===== config.mk =====
export PLATFORM = sky130hd
export DESIGN_NAME = mbr_dev_flat
export DESIGN_NICKNAME = d
export VERILOG_FILES = /design/src/rtl/mbr_pkg.sv /design/src/rtl/mbr_link_if.sv /design/src/rtl/mbr_dev.sv /design/src/flat_wrapper.sv
export SDC_FILE = /design/constraint.sdc
export NUM_CORES = 1
export LEC_CHECK = 0
export ABC_AREA = 1
export BUFFER_PORTS_ARGS = -buffer_cell sky130_fd_sc_hd__buf_2
export CORE_MARGIN = 2
export CORE_UTILIZATION = 40
export CTS_CLUSTER_DIAMETER = 30
export CTS_CLUSTER_SIZE = 16
export DETAILED_ROUTE_END_ITERATION = 8
export PLACE_DENSITY = 0.63
export SLEW_MARGIN = 20
export SYNTH_ARGS = -nofsm -noshare
export SYNTH_HDL_FRONTEND = slang
export SYNTH_SLANG_ARGS = --single-unit
export TNS_END_PERCENT = 5

===== constraint.sdc =====
create_clock -name sys_clk_in -period 2.01 [get_ports sys_clk_in]
set_input_delay 0.1005 -clock sys_clk_in [delete_from_list [all_inputs] [get_ports sys_clk_in]]
set_output_delay 0.1005 -clock sys_clk_in [all_outputs]
set_load 0.01 [all_outputs]

===== src/rtl/mbr_pkg.sv =====
// Shared constants, types and CRC step for the position-number read link
package mbr_pkg;
	// Frame layout
	localparam int QRY_LEN = 8;
	localparam int RSP_LEN = 7;
	localparam logic [7:0] FUNC_RD = 8'h03;
	localparam logic [15:0] REG_POSNUM = 16'h9014;
	localparam logic [15:0] REG_COUNT = 16'h0001;
	localparam logic [7:0] BYTE_CNT = 8'h02;
	localparam logic [7:0] ADDR_MIN = 8'h01;
	localparam logic [7:0] ADDR_MAX = 8'h10;
	// Status word layout
	localparam int POSNUM_LSB = 0;
	localparam int POSNUM_W = 10;
	localparam int WORD_W = 16;
	// CRC
	localparam logic [15:0] CRC_INIT = 16'hFFFF;
	localparam logic [15:0] CRC_POLY = 16'hA001;
	// Timing at 40 MHz
	localparam int CLK_NS = 25;
	localparam int SILENT_NS = 1750000;
	localparam int SILENT_CYC = (SILENT_NS + CLK_NS - 1) / CLK_NS;
	localparam int GAP_NS = 100;
	localparam int GAP_CYC = (GAP_NS + CLK_NS - 1) / CLK_NS;
	localparam int TMO_NS = 100000000;
	localparam int TMO_CYC = TMO_NS / CLK_NS;
	localparam int CNT_W = 24;
	// Host register map
	localparam logic [3:0] OFS_CTRL = 4'h0;
	localparam logic [3:0] OFS_STAT = 4'h1;
	localparam logic [3:0] OFS_DATA = 4'h2;
	localparam int CTRL_GO = 0;
	localparam int CTRL_AXIS_LSB = 4;
	localparam int STAT_DONE = 0;
	localparam int STAT_CRCERR = 1;
	localparam int STAT_TMO = 2;
	localparam int STAT_BUSY = 3;
	localparam int STAT_BADRSP = 4;

	typedef logic [7:0] mbr_byte_t;

	function automatic logic [15:0] mbr_crc_step(input logic [15:0] c, input logic [7:0] b);
		logic [15:0] x;
		x = c ^ {8'h00, b};
		for (int i = 0; i < 8; i++) begin
			x = x[0] ? ((x >> 1) ^ CRC_POLY) : (x >> 1);
		end
		return x;
	endfunction
endpackage


===== src/rtl/mbr_link_if.sv =====
// Byte-level serial link between host master and axis responder
`timescale 1ns/1ps
`default_nettype none
interface mbr_link_if;
	// Query bytes, host to device
	logic       q_vld;
	logic [7:0] q_byte;
	// Response bytes, device to host
	logic       r_vld;
	logic [7:0] r_byte;

	modport dev (
		input  q_vld,
		input  q_byte,
		output r_vld,
		output r_byte
	);
	modport host (
		output q_vld,
		output q_byte,
		input  r_vld,
		input  r_byte
	);
endinterface
`default_nettype wire


===== src/rtl/mbr_dev.sv =====
// Axis responder serving the position-number status register read
//
// The plain strobed port was chosen for this implementation.
`timescale 1ns/1ps
`default_nettype none
module mbr_dev #(
	parameter int SILENT_CYCLES = mbr_pkg::SILENT_CYC,
	parameter int GAP_CYCLES    = mbr_pkg::GAP_CYC
) (
	// Clock and reset
	input  wire logic       sys_clk_in,
	input  wire logic       rst_b_in,
	// Link
	mbr_link_if.dev         link,
	// Axis identity
	input  wire logic [3:0] axis_no_in,
	// Position or program number bits
	input  wire logic       posnum_bit_w1_in,
	input  wire logic       posnum_bit_w2_in,
	input  wire logic       posnum_bit_w4_in,
	input  wire logic       posnum_bit_w8_in,
	input  wire logic       posnum_bit_w16_in,
	input  wire logic       posnum_bit_w32_in,
	input  wire logic       posnum_bit_w64_in,
	input  wire logic       posnum_bit_w128_in,
	input  wire logic       posnum_bit_w256_in,
	input  wire logic       posnum_bit_w512_in,
	// Event reports
	output logic            query_ok_out,
	output logic            crc_err_out,
	output logic            reply_busy_out
);
	import mbr_pkg::*;

	typedef enum logic [1:0] {
		ST_RX = 2'b01,
		ST_TX = 2'b10
	} mbr_dev_st_t;

	// Refuse counts the counters cannot hold
	if (SILENT_CYCLES < 2 || SILENT_CYCLES >= (1 << CNT_W)) begin : g_bad_silent
		$error("SILENT_CYCLES out of range");
	end
	if (GAP_CYCLES < 1 || GAP_CYCLES >= (1 << CNT_W)) begin : g_bad_gap
		$error("GAP_CYCLES out of range");
	end

	localparam logic [CNT_W-1:0] SIL_LAST = CNT_W'(SILENT_CYCLES - 1);
	localparam logic [CNT_W-1:0] SIL_FULL = CNT_W'(SILENT_CYCLES);
	localparam logic [CNT_W-1:0] GAP_LAST = CNT_W'(GAP_CYCLES - 1);
	localparam logic [3:0] QRY_N = 4'(QRY_LEN);
	localparam logic [3:0] RSP_LAST = 4'(RSP_LEN - 1);

	mbr_dev_st_t      st_r;
	mbr_dev_st_t      st_nxt;
	logic [CNT_W-1:0] idle_cnt_r;
	logic [3:0]       rx_idx_r;
	mbr_byte_t        rx_buf_r [QRY_LEN];
	logic [15:0]      rx_crc_r;
	logic [15:0]      word_r;
	logic [7:0]       addr_r;
	logic [3:0]       tx_idx_r;
	logic [CNT_W-1:0] gap_cnt_r;
	logic [15:0]      tx_crc_r;
	logic             r_vld_r;
	mbr_byte_t        r_byte_r;
	logic             query_ok_r;
	logic             crc_err_r;
	logic             busy_r;

	// Status word assembled from the number inputs
	wire [POSNUM_W-1:0] posnum_w = {
		posnum_bit_w512_in, posnum_bit_w256_in, posnum_bit_w128_in,
		posnum_bit_w64_in, posnum_bit_w32_in, posnum_bit_w16_in,
		posnum_bit_w8_in, posnum_bit_w4_in, posnum_bit_w2_in,
		posnum_bit_w1_in
	};
	wire [15:0] status_word;
	genvar g;
	generate
		for (g = 0; g < POSNUM_W; g++) begin : g_num
			assign status_word[POSNUM_LSB + g] = posnum_w[g];
		end
	endgenerate
	assign status_word[WORD_W-1:POSNUM_W] = '0;

	// own address is axis plus one
	wire [7:0] own_addr = 8'({4'h0, axis_no_in}) + ADDR_MIN;

	// frame closes after a full silent interval
	wire frame_end = !link.q_vld && (idle_cnt_r == SIL_LAST);
	wire frame_any = frame_end && (rx_idx_r != 4'h0);
	// query must be exactly eight bytes
	wire len_ok = (rx_idx_r == QRY_N);
	// CRC over whole frame leaves zero
	wire crc_ok = (rx_crc_r == 16'h0000);
	wire [15:0] start_w = {rx_buf_r[2], rx_buf_r[3]};
	wire [15:0] count_w = {rx_buf_r[4], rx_buf_r[5]};
	wire addr_hit = (rx_buf_r[0] == own_addr);
	// function and count as the master sends them
	wire func_hit = (rx_buf_r[1] == FUNC_RD);
	wire count_hit = (count_w == REG_COUNT);
	wire reg_hit = (start_w == REG_POSNUM);
	wire accept = frame_any && len_ok && crc_ok && addr_hit && func_hit
		&& reg_hit && count_hit && (st_r == ST_RX);
	wire crc_bad = frame_any && len_ok && !crc_ok;

	// Reply byte selection
	// address, function, count, data, CRC order
	// CRC low byte first on the wire
	logic [7:0] tx_sel;
	always_comb begin
		unique case (tx_idx_r)
			4'h0:    tx_sel = addr_r;
			4'h1:    tx_sel = FUNC_RD;
			4'h2:    tx_sel = BYTE_CNT;
			4'h3:    tx_sel = word_r[15:8];
			4'h4:    tx_sel = word_r[7:0];
			4'h5:    tx_sel = tx_crc_r[7:0];
			default: tx_sel = tx_crc_r[15:8];
		endcase
	end

	wire tx_fire = (st_r == ST_TX) && (gap_cnt_r == GAP_LAST);
	wire tx_last = tx_fire && (tx_idx_r == RSP_LAST);

	always_comb begin
		st_nxt = st_r;
		unique case (st_r)
			ST_RX: if (accept) st_nxt = ST_TX;
			ST_TX: if (tx_last) st_nxt = ST_RX;
			default: st_nxt = ST_RX;
		endcase
	end

	always_ff @(posedge sys_clk_in or negedge rst_b_in) begin
		if (!rst_b_in)
			st_r <= ST_RX;
		else
			st_r <= st_nxt;
	end

	always_ff @(posedge sys_clk_in or negedge rst_b_in) begin
		if (!rst_b_in)
			idle_cnt_r <= '0;
		else if (link.q_vld)
			idle_cnt_r <= '0;
		else if (idle_cnt_r != SIL_FULL)
			idle_cnt_r <= idle_cnt_r + 1'b1;
	end

	// Query capture; extra bytes saturate the index so the frame fails
	always_ff @(posedge sys_clk_in or negedge rst_b_in) begin
		if (!rst_b_in) begin
			rx_idx_r <= '0;
			rx_crc_r <= CRC_INIT;
		end else if (frame_end) begin
			rx_idx_r <= '0;
			rx_crc_r <= CRC_INIT;
		end else if (link.q_vld) begin
			rx_crc_r <= mbr_crc_step(rx_crc_r, link.q_byte);
			if (rx_idx_r <= QRY_N)
				rx_idx_r <= rx_idx_r + 1'b1;
		end
	end

	generate
		for (g = 0; g < QRY_LEN; g++) begin : g_buf
			always_ff @(posedge sys_clk_in or negedge rst_b_in) begin
				if (!rst_b_in)
					rx_buf_r[g] <= '0;
				else if (link.q_vld && rx_idx_r == 4'(g))
					rx_buf_r[g] <= link.q_byte;
			end
		end
	endgenerate

	// Snapshot of reply contents at acceptance
	always_ff @(posedge sys_clk_in or negedge rst_b_in) begin
		if (!rst_b_in) begin
			word_r <= '0;
			addr_r <= '0;
		end else if (accept) begin
			word_r <= status_word;
			addr_r <= rx_buf_r[0];
		end
	end

	// Reply pacing and running CRC
	always_ff @(posedge sys_clk_in or negedge rst_b_in) begin
		if (!rst_b_in) begin
			tx_idx_r  <= '0;
			gap_cnt_r <= '0;
			tx_crc_r  <= CRC_INIT;
		end else if (st_r != ST_TX) begin
			tx_idx_r  <= '0;
			gap_cnt_r <= '0;
			tx_crc_r  <= CRC_INIT;
		end else if (tx_fire) begin
			gap_cnt_r <= '0;
			tx_idx_r  <= tx_idx_r + 1'b1;
			if (tx_idx_r < 4'h5)
				tx_crc_r <= mbr_crc_step(tx_crc_r, tx_sel);
		end else begin
			gap_cnt_r <= gap_cnt_r + 1'b1;
		end
	end

	always_ff @(posedge sys_clk_in or negedge rst_b_in) begin
		if (!rst_b_in) begin
			r_vld_r  <= 1'b0;
			r_byte_r <= '0;
		end else begin
			r_vld_r  <= tx_fire;
			r_byte_r <= tx_fire ? tx_sel : r_byte_r;
		end
	end

	always_ff @(posedge sys_clk_in or negedge rst_b_in) begin
		if (!rst_b_in) begin
			query_ok_r <= 1'b0;
			crc_err_r  <= 1'b0;
			busy_r     <= 1'b0;
		end else begin
			query_ok_r <= accept;
			crc_err_r  <= crc_bad;
			busy_r     <= (st_nxt == ST_TX) || tx_fire;
		end
	end

	assign link.r_vld   = r_vld_r;
	assign link.r_byte  = r_byte_r;
	assign query_ok_out = query_ok_r;
	assign crc_err_out  = crc_err_r;
	assign reply_busy_out = busy_r;
endmodule // mbr_dev
`default_nettype wire


===== src/flat_wrapper.sv =====
// flat-port wrapper written by rule: the top's interface ports become plain ports
module mbr_dev_flat import mbr_pkg::*;
#(
	parameter int SILENT_CYCLES = mbr_pkg::SILENT_CYC,
	parameter int GAP_CYCLES    = mbr_pkg::GAP_CYC
)
  (sys_clk_in, rst_b_in, axis_no_in, posnum_bit_w1_in, posnum_bit_w2_in, posnum_bit_w4_in, posnum_bit_w8_in, posnum_bit_w16_in, posnum_bit_w32_in, posnum_bit_w64_in, posnum_bit_w128_in, posnum_bit_w256_in, posnum_bit_w512_in, query_ok_out, crc_err_out, reply_busy_out, link_q_vld, link_q_byte, link_r_vld, link_r_byte);
  mbr_link_if link_i ();
  input  wire logic sys_clk_in;
  input  wire logic rst_b_in;
  input  wire logic [3:0] axis_no_in;
  input  wire logic posnum_bit_w1_in;
  input  wire logic posnum_bit_w2_in;
  input  wire logic posnum_bit_w4_in;
  input  wire logic posnum_bit_w8_in;
  input  wire logic posnum_bit_w16_in;
  input  wire logic posnum_bit_w32_in;
  input  wire logic posnum_bit_w64_in;
  input  wire logic posnum_bit_w128_in;
  input  wire logic posnum_bit_w256_in;
  input  wire logic posnum_bit_w512_in;
  output logic query_ok_out;
  output logic crc_err_out;
  output logic reply_busy_out;
  input wire logic [$bits(link_i.q_vld)-1:0] link_q_vld;
  input wire logic [$bits(link_i.q_byte)-1:0] link_q_byte;
  output wire logic [$bits(link_i.r_vld)-1:0] link_r_vld;
  output wire logic [$bits(link_i.r_byte)-1:0] link_r_byte;
  assign link_i.q_vld = link_q_vld;
  assign link_i.q_byte = link_q_byte;
  assign link_r_vld = link_i.r_vld;
  assign link_r_byte = link_i.r_byte;
  mbr_dev #(.SILENT_CYCLES(SILENT_CYCLES), .GAP_CYCLES(GAP_CYCLES)) u_core (.sys_clk_in(sys_clk_in), .rst_b_in(rst_b_in), .link(link_i), .axis_no_in(axis_no_in), .posnum_bit_w1_in(posnum_bit_w1_in), .posnum_bit_w2_in(posnum_bit_w2_in), .posnum_bit_w4_in(posnum_bit_w4_in), .posnum_bit_w8_in(posnum_bit_w8_in), .posnum_bit_w16_in(posnum_bit_w16_in), .posnum_bit_w32_in(posnum_bit_w32_in), .posnum_bit_w64_in(posnum_bit_w64_in), .posnum_bit_w128_in(posnum_bit_w128_in), .posnum_bit_w256_in(posnum_bit_w256_in), .posnum_bit_w512_in(posnum_bit_w512_in), .query_ok_out(query_ok_out), .crc_err_out(crc_err_out), .reply_busy_out(reply_busy_out));
endmodule

==> results.py, run 1 <==
metrics = {
    "status": {
        "run_status": "complete, but fails checks",
        "violations": "setup timing",
    },
    "clocking": {
        "cts_made_buffers": 17,
        "cts-htree-levels": 4,
        "cts_tree": "built",
        "clk_latency_ns": 0.43,
        "cts_sinks": 168,
        "clkTransAtPathRegs_ns": 0.07,
        "clockRootBuffer": "clkbuf_16",
        "cts_max_path_buffers": 2,
    },
    "critical_path": {
        "cp_max_fo": 7,
        "critPathKind": "reg2reg",
        "start_kind": "register",
        "endpoint_kind": "register",
        "critPathRequiredTime_ns": 2.39,
        "r2r_setup_slack_ns": -0.37,
        "reg2reg_depth": 21,
        "cp.arrival_ns": 2.76,
    },
    "die": {
        "start_util_pct": 40.62,
        "num_rows": 53,
        "die_area_mm2": 0.02240,
        "fp.dieH_um": 149.7,
        "pin_count": 37,
        "die_x_um": 149.7,
        "core_mm2": 0.02089,
    },
    "synthesis": {
        "synth_area_mm2": 0.008486,
        "syn_nets": 1072,
        "synth_seq_cells": 168,
        "synth_top_area_cell": "dfrtp_1",
        "avgSynthCellArea_um2": 8.215,
        "netlist_instances": 1033,
        "synth_ff_type": "dfrtp_1",
        "ys.warnings.count": 0,
        "ys_seq_area_share_pct": 50.03,
        "synth.top_cell.area_share_pct": 39.81,
        "synth_top_cells_by_area": "dfrtp_1, nand2_1, dfstp_2, inv_1, o21ai_0",
        "synth_cell_type_count": 47,
        "synth_edf_count": 0,
        "async_flop_share_pct": 100.0,
    },
    "sta": {
        "fin_skew_ns": 0.01056,
        "final.setup.worst_slack_ns": -0.3663,
        "hold_ws_ns": 0.08620,
        "fin_crit_sh_pct": 118.2,
        "drv_slew": 0,
        "fmaxAchievable_mhz": 420.8,
        "relSlewSlack_pct": 62.88,
        "fin_crit_ns": 2.376,
        "setup_viol_count_final": 19,
        "final_hold_viol_count": 0,
        "worst_pin_slew_ns": 0.5552,
        "rsz0062_at_grt": "true",
    },
    "detailed_routing": {
        "drc_errors": 0,
        "drt-total-wl_um": 20640,
        "wl_per_cell_um": 13.62,
        "drtIter0Drc": 295,
        "vias": 7474,
        "drtAntennaViolNets": 0,
        "drt_pass1_iterations": 5,
        "vias_per_cell": 4.930,
    },
    "final_layout": {
        "fin_cells": 1516,
        "postLayoutCellArea_mm2": 0.01136,
        "fin_nets": 1267,
        "drive_above_1_share_pct": 31.67,
        "fillers": 1870,
        "diodes": 0,
        "area_growth_pct": 33.88,
    },
    "pwr": {
        "irDropWorstVdd_mv": 0.8116,
        "power_leakage_nw": 5.565,
        "p_per_area_mw_per_mm2": 910.7,
    },
    "global_routing": {
        "grt_pass1_wl_um": 35210,
        "antenna_found_initial": 0,
        "overflow": 0,
        "grt_pass1_vias": 7392,
        "grt_max_degree": 62,
        "gr-usage-all-layers_pct": 19.53,
    },
    "flow_run": {
        "maxCapViolCount": 0,
    },
    "place": {
        "place.gp.congestion": 0.8379,
        "placedCellCount": 1457,
        "dpl.hpwl_um": 14270,
        "port_buffers": 36,
        "dpl-instance-area_mm2": 0.009966,
    },
    "hold_path": {
        "whs_path_depth": 2,
        "worstHoldPathType": "in2reg",
    },
}
[cells by family (layout without fill, tap and decap cells)]
group / after synthesis / in the layout / share of synthesized area (%)
buf+inv: 163 / 371 / 7.314
flops: 168 / 168 / 50.03
compound gates: 168 / 168 / 10.97
mux: 1 / 1 / 0.1180
xor+xnor: 29 / 29 / 2.993
fa+ha+maj: 14 / 14 / 2.064
simple gates: 490 / 490 / 26.51
[cells in the mapped netlist, types with 4 or more instances]
| cell type | instances |
|---|---|
| nand2_1 | 233 |
| dfrtp_1 | 135 |
| inv_1 | 135 |
| nor2_1 | 91 |
| o21ai_0 | 87 |
| nand3_1 | 58 |
| a21oi_1 | 34 |
| dfstp_2 | 33 |
| nor3_1 | 23 |
| o22ai_1 | 23 |
| nand2_2 | 19 |
| nor4_1 | 18 |
| nand4_1 | 17 |
| clkbuf_1 | 16 |
| xnor2_1 | 16 |
| ha_1 | 14 |
| xor2_1 | 13 |
| a22oi_1 | 6 |
| buf_2 | 5 |
| nand2_4 | 5 |
| nand3_2 | 5 |
| nor2_2 | 5 |
| inv_2 | 4 |
| nor4b_1 | 4 |
[placed cells by master (no fill, tap or decap), types with 14 or more instances in the layout]
master     count
dfstp_2       33
nand2_4       16
buf_2         35
nor2_1        71
dfrtp_1      132
inv_1        126
clkbuf_16     17
xnor2_1       15
nand4_1       17
nand2_1      209
o22ai_1       23
a21oi_1       34
nor2_2        23
nand3_1       50
nor3_1        19
nand2_2       32
buf_4        145
nor4_1        14
o21ai_0       83
[worst max-delay path, cell delays in order, from the launching register on]
cell and delay [ns]:
dfrtp_2 0.47, inv_4 0.07, ha_4 0.17, inv_4 0.06, nand2_4 0.06, nand2_4 0.08
nand2_4 0.06, nor2_8 0.25, nand2_2 0.11, nand2_2 0.09, nand2_1 0.06, nand2_2 0.08
nand2_1 0.10, nand3_2 0.13, nand2_2 0.08, nand2_4 0.09, nand2_4 0.07, nand2_2 0.07
nand3_2 0.07, nand3_2 0.06, nand2_1 0.04, inv_1 0.05
[stage by stage]
step / utilization [%] / setup slack [ns] / power (W) / setup TNS, ns
after floorplan: - / -0.1186 / 0.006010 / -1.741
after global placement: 47.71 / -0.3105 / 0.006699 / -8.731
after detailed placement: 47.71 / -0.3975 / 0.006763 / -10.21
after CTS: 53.08 / -0.3084 / 0.01038 / -2.440
after global routing: 54.39 / -0.4815 / 0.01098 / -8.415
final: 54.39 / -0.3663 / 0.01035 / -2.536
[layer usage]
layer / part of all wire [%] / up-vias / track usage, %
met3: 3.1 / 24 / 3.628
met4: 1.4 / 0 / 5.000
li1: - / 3781 / -
met5: 0 / - / 0
met1: 47 / 3562 / 26.61
met2: 48 / 107 / 32.25
[final timing paths]
check	startpoint	to
setup / recovery	u_core.tx_idx_r[0]	u_core.tx_crc_r[0]
hold / removal	link_q_vld	u_core.idle_cnt_r[20]
setup reg to reg	u_core.tx_idx_r[0]	u_core.tx_crc_r[0]
hold reg to reg	u_core.link.r_byte[5]	u_core.link.r_byte[5]
max in group asynchronous	rst_b_in	u_core.tx_crc_r[14]
min in group asynchronous	rst_b_in	u_core.idle_cnt_r[2]
[sequential cells by signal, indices dropped and copies added (netlist names)]
register               flops
u_core.st_r                2
u_core.rx_buf_r           32
u_core.rx_idx_r            4
u_core.tx_idx_r            4
u_core.link.r_byte         8
u_core.gap_cnt_r          24
u_core.idle_cnt_r         24
u_core.link.r_vld          1
u_core.count_w            16
u_core.rx_crc_r           16
u_core.reply_busy_out      1
u_core.tx_crc_r           16
u_core.query_ok_out        1
u_core.addr_r              8
u_core.crc_err_out         1
u_core.word_r             10
[timing repair]
| item | 4_1_cts | 5_1_grt |
|---|---|---|
| buffers inserted | 13 | 3 |
| endpoints found under the setup margin | 62 | 77 |
| pin swaps | 35 | 34 |
| hold buffers | 11 | 0 |
| endpoints found under the hold margin | 153 | 0 |
| resized for setup | 72 | 61 |
[final cells by class]
cell class	instances	area, um2	area share (%)
timing repair buffer	197	1463	12.87
tap	275	344.1	3.029
multi-input combinational	702	4129	36.34
clock inverter	12	163.9	1.443
clock buffer	20	466.7	4.108
sequential	168	4249	37.40
inverter	142	545.5	4.802
[where the power goes]
part | internal (W) | total [W] | switching (W)
registers | 0.00413 | 0.00458 | 0.000448
clock network | 0.00207 | 0.00350 | 0.00143
logic | 0.00105 | 0.00227 | 0.00121
Note: power is estimated with default switching activity, not from simulation.
==> run 2: changes to the inputs <==
--- a/config.mk
+++ b/config.mk
@@ -12,7 +12,7 @@
 export CTS_CLUSTER_DIAMETER = 30
 export CTS_CLUSTER_SIZE = 16
 export DETAILED_ROUTE_END_ITERATION = 8
-export PLACE_DENSITY = 0.63
+export PLACE_DENSITY = 0.61
 export SLEW_MARGIN = 20
 export SYNTH_ARGS = -nofsm -noshare
 export SYNTH_HDL_FRONTEND = slang
==> constraint.sdc (replaced) <==
create_clock -name sys_clk_in -period 2.8 [get_ports sys_clk_in]
set_input_delay 0.14 -clock sys_clk_in [delete_from_list [all_inputs] [get_ports sys_clk_in]]
set_output_delay 0.14 -clock sys_clk_in [all_outputs]
set_load 0.01 [all_outputs]
==> run 2 against run 1 <==
  * Combinational power fell by 40%
  * Maximum frequency fell by 6.8%
  * Worst setup slack improved by 0.62 ns
  * Register-to-register slack improved by 0.62 ns
  * Sequential share of layout area rose by 6.0 points
  * Critical endpoint unchanged
  * Hold slack improved by 0.050 ns
  * Final cell count fell by 9.0%
  * Power fell by 31%
  * Non-clock buffer count fell by 137
  * The flow now finishes without violations
  * Highest routed layer unchanged
  * Design area fell by 14%
  * Critical path depth fell by 1
  * Sequential power fell by 29%
==> results.py, run 2 (same netlist as run 1, synthesis figures left out) <==
metrics = {
    "status": {
        "run_status": "finished clean",
    },
    "sta": {
        "drv_slew": 0,
        "tns_ns": 0,
        "worst_pin_slew_ns": 0.6306,
        "rsz0062_at_grt": "false",
        "hold_ws_ns": 0.1364,
        "relSlewSlack_pct": 57.96,
        "fin_crit_sh_pct": 91.02,
        "setup_viol_count_final": 0,
        "fin_crit_ns": 2.549,
        "final_hold_viol_count": 0,
        "final.setup.worst_slack_ns": 0.2514,
        "fmaxAchievable_mhz": 392.4,
        "fin_skew_ns": 0.01371,
    },
    "die": {
        "start_util_pct": 40.62,
        "fp.dieH_um": 149.7,
        "core_mm2": 0.02089,
        "pin_count": 37,
        "num_rows": 53,
        "die_area_mm2": 0.02240,
        "die_x_um": 149.7,
    },
    "critical_path": {
        "rr_startpoint": "u_core.tx_idx_r[1]",
        "endpoint_kind": "register",
        "critPathBufInv": 4,
        "crit_slowest_cell": "dfrtp_1",
        "cp_max_fo": 9,
        "critPathRequiredTime_ns": 3.18,
        "path_common_cell": "nand2_1",
        "critPathTopFamily": "simple AND/OR/NAND/NOR gates",
        "r2r_end": "u_core.tx_crc_r[0]",
        "critPathMaxStageDelay_ns": 0.41,
        "r2r_setup_slack_ns": 0.25,
        "cp.arrival_ns": 2.93,
        "cp-startpoint": "u_core.tx_idx_r[1]",
        "critPathKind": "reg2reg",
        "reg2reg_depth": 20,
        "start_kind": "register",
        "cp_cell_sequence": "inv_1 > ha_1 > nand3_4 > nand2_4 > inv_2 > nand2_2 > nand4_1 > nand2_1 > nand2_1 > nand2_1 > inv_1 > nand3_2 > nand2_1 > nand2_2 > nand2_2 > nand2_1 > nand3_1 > nand3_2 > nand2_1 > inv_1",
    },
    "pwr": {
        "p_per_area_mw_per_mm2": 728.7,
        "sw_frac_of_total_pct": 30.99,
        "internal_power_w": 0.004914,
        "irDropWorstVdd_mv": 0.6176,
        "clock_power_share_pct": 34.8,
        "power_leakage_nw": 4.744,
        "p_sw_w": 0.002207,
        "comb_power_share_pct": 19.2,
        "seqPwrFrac_pct": 46.0,
    },
    "global_routing": {
        "grt_max_degree": 68,
        "gr-usage-all-layers_pct": 18.05,
        "grt_pass1_wl_um": 32300,
        "overflow": 0,
        "antenna_found_initial": 0,
        "grt_pass1_vias": 6649,
    },
    "clocking": {
        "cts_sinks": 168,
        "cts-htree-levels": 4,
        "clk_latency_ns": 0.44,
        "post_cts_buffers": 0,
        "cts_made_buffers": 17,
        "clkTransAtPathRegs_ns": 0.08,
        "clockRootBuffer": "clkbuf_16",
        "cts_tree": "built",
        "cts_max_path_buffers": 2,
    },
    "hold_path": {
        "worstHoldPathType": "in2reg",
        "whs_path_depth": 3,
        "holdPathEnd": "u_core.rx_buf_r[41]",
        "holdCritStartpoint": "link_q_byte[1]",
    },
    "final_layout": {
        "postLayoutCellArea_mm2": 0.009772,
        "drive_above_1_share_pct": 14.49,
        "fin_util_pct": 46.78,
        "final_cell_mix": "nand2_1, inv_1, dfrtp_1, nor2_1, o21ai_0",
        "largest_reg_flops": 32,
        "area_growth_pct": 15.16,
        "layout_commonest_cell": "nand2_1",
        "diodes": 0,
        "top_regs": "u_core.rx_buf_r (32), u_core.gap_cnt_r (24), u_core.idle_cnt_r (24)",
        "max_flop_register": "u_core.rx_buf_r",
        "fin_nets": 1130,
    },
    "place": {
        "preCtsSetupSlack_ns": 0.3100,
        "port_buffers": 36,
        "dpl-instance-area_mm2": 0.009041,
        "place.gp.congestion": 0.8560,
        "dpl.hpwl_um": 13450,
    },
    "detailed_routing": {
        "drt_pass1_iterations": 4,
        "met1Wirelength_um": 9315,
        "vias_per_cell": 5.001,
        "wl_met3_um": 707,
        "drt-total-wl_um": 19010,
        "drtIter0Drc": 331,
        "vias": 6896,
        "drc_errors": 0,
        "route.met2.wl_um": 8715,
        "drtAntennaViolNets": 0,
        "wl_per_cell_um": 13.79,
        "highest_layer": "met4",
    },
    "flow_run": {
        "maxCapViolCount": 0,
    },
}
-- run 2: cell type report --
type,instances,area (um2)
clock buffers,17,425.4
clock inverters,15,195.2
fillers,2039,11120
inverters,142,535.5
multi-input cells,702,3620
flip-flops and latches,168,4245
well taps,275,344.1
repair buffers,60,406.6
-- run 2: through the flow --
stage | total power [W] | cells
floorplan | 0.004314 | 1033
global placement | 0.004627 | 1336
detailed placement | 0.004668 | 1336
CTS | 0.007198 | 1379
global route | 0.007622 | 1379
finish | 0.007120 | 1379
-- run 2: worst max-delay path by stage --
| stage | slack [ns] | cells after the start | end |
|---|---|---|---|
| after global routing | 0.03 | 9 | u_core.word_r[9] |
| after floorplan | 0.61 | 22 | u_core.tx_crc_r[0] |
| after global placement | 0.34 | 10 | u_core.word_r[9] |
| after detailed placement | 0.31 | 20 | u_core.tx_crc_r[0] |
| after CTS | 0.29 | 20 | u_core.tx_crc_r[0] |
| final | 0.25 | 20 | u_core.tx_crc_r[0] |
-- run 2: worst min-delay path, cell delays in order --
cell and delay [ns]:
buf_2 0.11, inv_1 0.12, o21ai_0 0.17
-- run 2: power groups by stage --
stage | logic, W | registers, W | clock network, W
3_5_place_dp | 0.00137 | 0.00330 | 0
2_1_floorplan | 0.00109 | 0.00322 | 0
3_3_place_gp | 0.00133 | 0.00330 | 0
5_1_grt | 0.00164 | 0.00333 | 0.00265
4_1_cts | 0.00138 | 0.00327 | 0.00255
6_report | 0.00137 | 0.00327 | 0.00248
-- run 2: what timing repair did --
item	4_1_cts	5_1_grt
gates resized for setup	0	0
hold endpoints to repair	54	0
hold buffers	11	0
-- run 2: layer usage --
| metal | track usage [%] | vias up |
|---|---|---|
| met2 | 28.69 | 148 |
| met4 | 5.943 | 0 |
| li1 | - | 3503 |
| met3 | 3.445 | 20 |
| met1 | 24.93 | 3225 |
| met5 | 0 | - |
==> run 3: changes to the inputs <==
--- a/config.mk
+++ b/config.mk
@@ -13,6 +13,8 @@
 export CTS_CLUSTER_SIZE = 16
 export DETAILED_ROUTE_END_ITERATION = 8
 export PLACE_DENSITY = 0.61
+export RECOVER_POWER = 50
+export REMOVE_ABC_BUFFERS = 1
 export SLEW_MARGIN = 20
 export SYNTH_ARGS = -nofsm -noshare
 export SYNTH_HDL_FRONTEND = slang
==> run 3 against run 2 <==
  * The run now ends with capacitance limit, slew limit left
  * Combinational power barely moved
  * Clock skew down 0.0024 ns
  * Design area is 0.58% lower
  * Worst setup slack got worse by 0.095 ns
  * Sequential share of layout area increased by 0.25 points
  * Non-clock buffer count did not move
  * Power decreased by 1.9%
  * Critical path depth fell by 10
  * Final cell count unchanged
  * Utilization down 0.27 points
  * Maximum frequency shrank 3.6%
  * Critical path type unchanged
  * Largest cell class unchanged
  * Largest power group unchanged
==> results.py, run 3 (same netlist as run 1, synthesis figures left out) <==
metrics = {
    "status": {
        "run_status": "complete, but fails checks",
        "violations": "capacitance limit, slew limit",
    },
    "die": {
        "core_mm2": 0.02089,
        "die_area_mm2": 0.02240,
        "pin_count": 37,
        "fp.dieH_um": 149.7,
        "num_rows": 53,
        "start_util_pct": 40.62,
        "die_x_um": 149.7,
    },
    "hold_path": {
        "whs_path_depth": 3,
        "holdPathEnd": "u_core.rx_buf_r[61]",
        "worstHoldPathType": "in2reg",
        "holdCritStartpoint": "link_q_byte[5]",
    },
    "final_layout": {
        "area_growth_pct": 14.49,
        "largest_reg_flops": 32,
        "register_area_mm2": 0.004245,
        "fin_cells": 1379,
        "fillers": 2078,
        "diodes": 0,
        "postLayoutCellArea_mm2": 0.009716,
        "drive_above_1_share_pct": 13.50,
        "final_cell_mix": "nand2_1, inv_1, dfrtp_1, nor2_1, o21ai_0",
        "top_regs": "u_core.rx_buf_r (32), u_core.gap_cnt_r (24), u_core.idle_cnt_r (24)",
        "layout_commonest_cell": "nand2_1",
        "multiInputGateArea_mm2": 0.003620,
        "fin_nets": 1130,
        "max_flop_register": "u_core.rx_buf_r",
    },
    "detailed_routing": {
        "drc_errors": 0,
        "drt_pass1_iterations": 5,
        "wl_per_cell_um": 14.06,
        "vias": 6890,
        "drtIter0Drc": 440,
        "drtAntennaViolNets": 0,
        "vias_per_cell": 4.996,
        "drt-total-wl_um": 19400,
    },
    "critical_path": {
        "cp_max_fo": 18,
        "critPathKind": "reg2reg",
        "crit_cells": 10,
        "path_common_cell": "nand2_1",
        "critPathMaxStageDelay_ns": 0.55,
        "critPathTopFamily": "simple AND/OR/NAND/NOR gates",
        "crit_slowest_cell": "dfstp_2",
        "r2r_setup_slack_ns": 0.16,
        "cp.arrival_ns": 3.02,
        "endpoint_kind": "register",
        "reg2reg_depth": 10,
        "r2r_end": "u_core.word_r[1]",
        "start_kind": "register",
        "critPathBufInv": 2,
        "rr_startpoint": "u_core.st_r[0]",
        "cp_cell_sequence": "ha_1 > inv_1 > nor4_1 > nand3_1 > nor4_1 > nor4b_1 > nand2_1 > clkinvlp_4 > nand2_1 > nand2_1",
        "critPathRequiredTime_ns": 3.18,
    },
    "global_routing": {
        "overflow": 0,
        "grt_pass1_vias": 6809,
        "antenna_found_initial": 0,
        "grt_pass1_wl_um": 33150,
        "gr-usage-all-layers_pct": 18.55,
        "grt_max_degree": 65,
    },
    "clocking": {
        "cts-htree-levels": 4,
        "clk_latency_ns": 0.44,
        "cts_sinks": 168,
        "clkTransAtPathRegs_ns": 0.07,
        "cts_made_buffers": 17,
        "cts_tree": "built",
        "cts_max_path_buffers": 2,
        "clockRootBuffer": "clkbuf_16",
    },
    "sta": {
        "fmaxAchievable_mhz": 378.3,
        "fin_crit_sh_pct": 94.42,
        "hold_ws_ns": 0.1395,
        "final_hold_viol_count": 0,
        "setup_viol_count_final": 0,
        "fin_crit_ns": 2.644,
        "tns_ns": 0,
        "worst_pin_slew_ns": 1.661,
        "drv_slew": 64,
        "rsz0062_at_grt": "false",
        "final.setup.worst_slack_ns": 0.1563,
        "relSlewSlack_pct": -10.76,
        "fin_skew_ns": 0.01126,
    },
    "pwr": {
        "power_leakage_nw": 4.652,
        "p_per_area_mw_per_mm2": 718.6,
        "irDropWorstVdd_mv": 0.6850,
    },
    "place": {
        "dpl.hpwl_um": 13500,
        "port_buffers": 36,
        "placedCellCount": 1336,
        "dpl-instance-area_mm2": 0.009041,
        "preCtsSetupSlack_ns": 0.1448,
        "place.gp.congestion": 0.8182,
    },
    "flow_run": {
        "maxCapViolCount": 1,
    },
}
[run 3: changes by cell type in the layout (fill, tap and decap cells not counted), sizes merged]
cell	delta
buf	-15
bufinv	-1
clkbuf	+15
clkinv	+1
clkinvlp	+5
inv	-5
[run 3: layout make-up]
type | count | area share [%]
Inverter | 142 | 5.551
Tap cell | 275 | 3.542
Timing Repair Buffer | 60 | 3.915
Clock buffer | 17 | 4.379
Multi-Input combinational cell | 702 | 37.26
Sequential cell | 168 | 43.70
Clock inverter | 15 | 1.661
[run 3: timing repair]
| item | CTS | global route |
|---|---|---|
| endpoints found under the hold margin | 60 | 0 |
| gates resized for setup | 0 | 1 |
| setup buffers | 0 | 0 |
| hold buffers | 11 | 0 |
| setup endpoints to repair | 0 | 2 |
[run 3: power breakdown]
part | switching (W) | total (W) | internal, W
Combinational | 0.000787 | 0.00136 | 0.000577
Sequential | 0.000312 | 0.00328 | 0.00296
Clock | 0.00108 | 0.00234 | 0.00126
[run 3: how the worst max path moves through the flow]
stage	to	slack, ns	start
floorplan	u_core.word_r[9]	0.53	u_core.st_r[0]
global placement	u_core.word_r[3]	0.24	u_core.st_r[0]
detailed placement	u_core.word_r[9]	0.14	u_core.st_r[0]
CTS	u_core.word_r[9]	0.09	u_core.st_r[0]
global route	u_core.word_r[9]	0.008	u_core.st_r[0]
finish	u_core.word_r[1]	0.16	u_core.st_r[0]
[run 3: stage by stage]
step	power (W)	util, %
3_3_place_gp	0.004628	43.28
5_1_grt	0.007441	46.51
2_1_floorplan	0.004300	-
4_1_cts	0.007055	46.62
6_report	0.006982	46.51
3_5_place_dp	0.004669	43.28
[run 3: per-layer routing]
metal	global-route usage, %	wire, um	vias to the layer above
met5	0	0	-
met4	4.906	238	0
met3	3.902	659	21
met2	30.55	9081	106
met1	24.98	9415	3268
li1	-	-	3495
[run 3: worst reg2reg max path: stages, from the launching register on]
cell and delay, ns:
dfstp_2 0.55, ha_1 0.20, inv_1 0.05, nor4_1 0.23, nand3_1 0.13, nor4_1 0.26, nor4b_1 0.39, nand2_1 0.26
clkinvlp_4 0.32, nand2_1 0.12, nand2_1 0.07
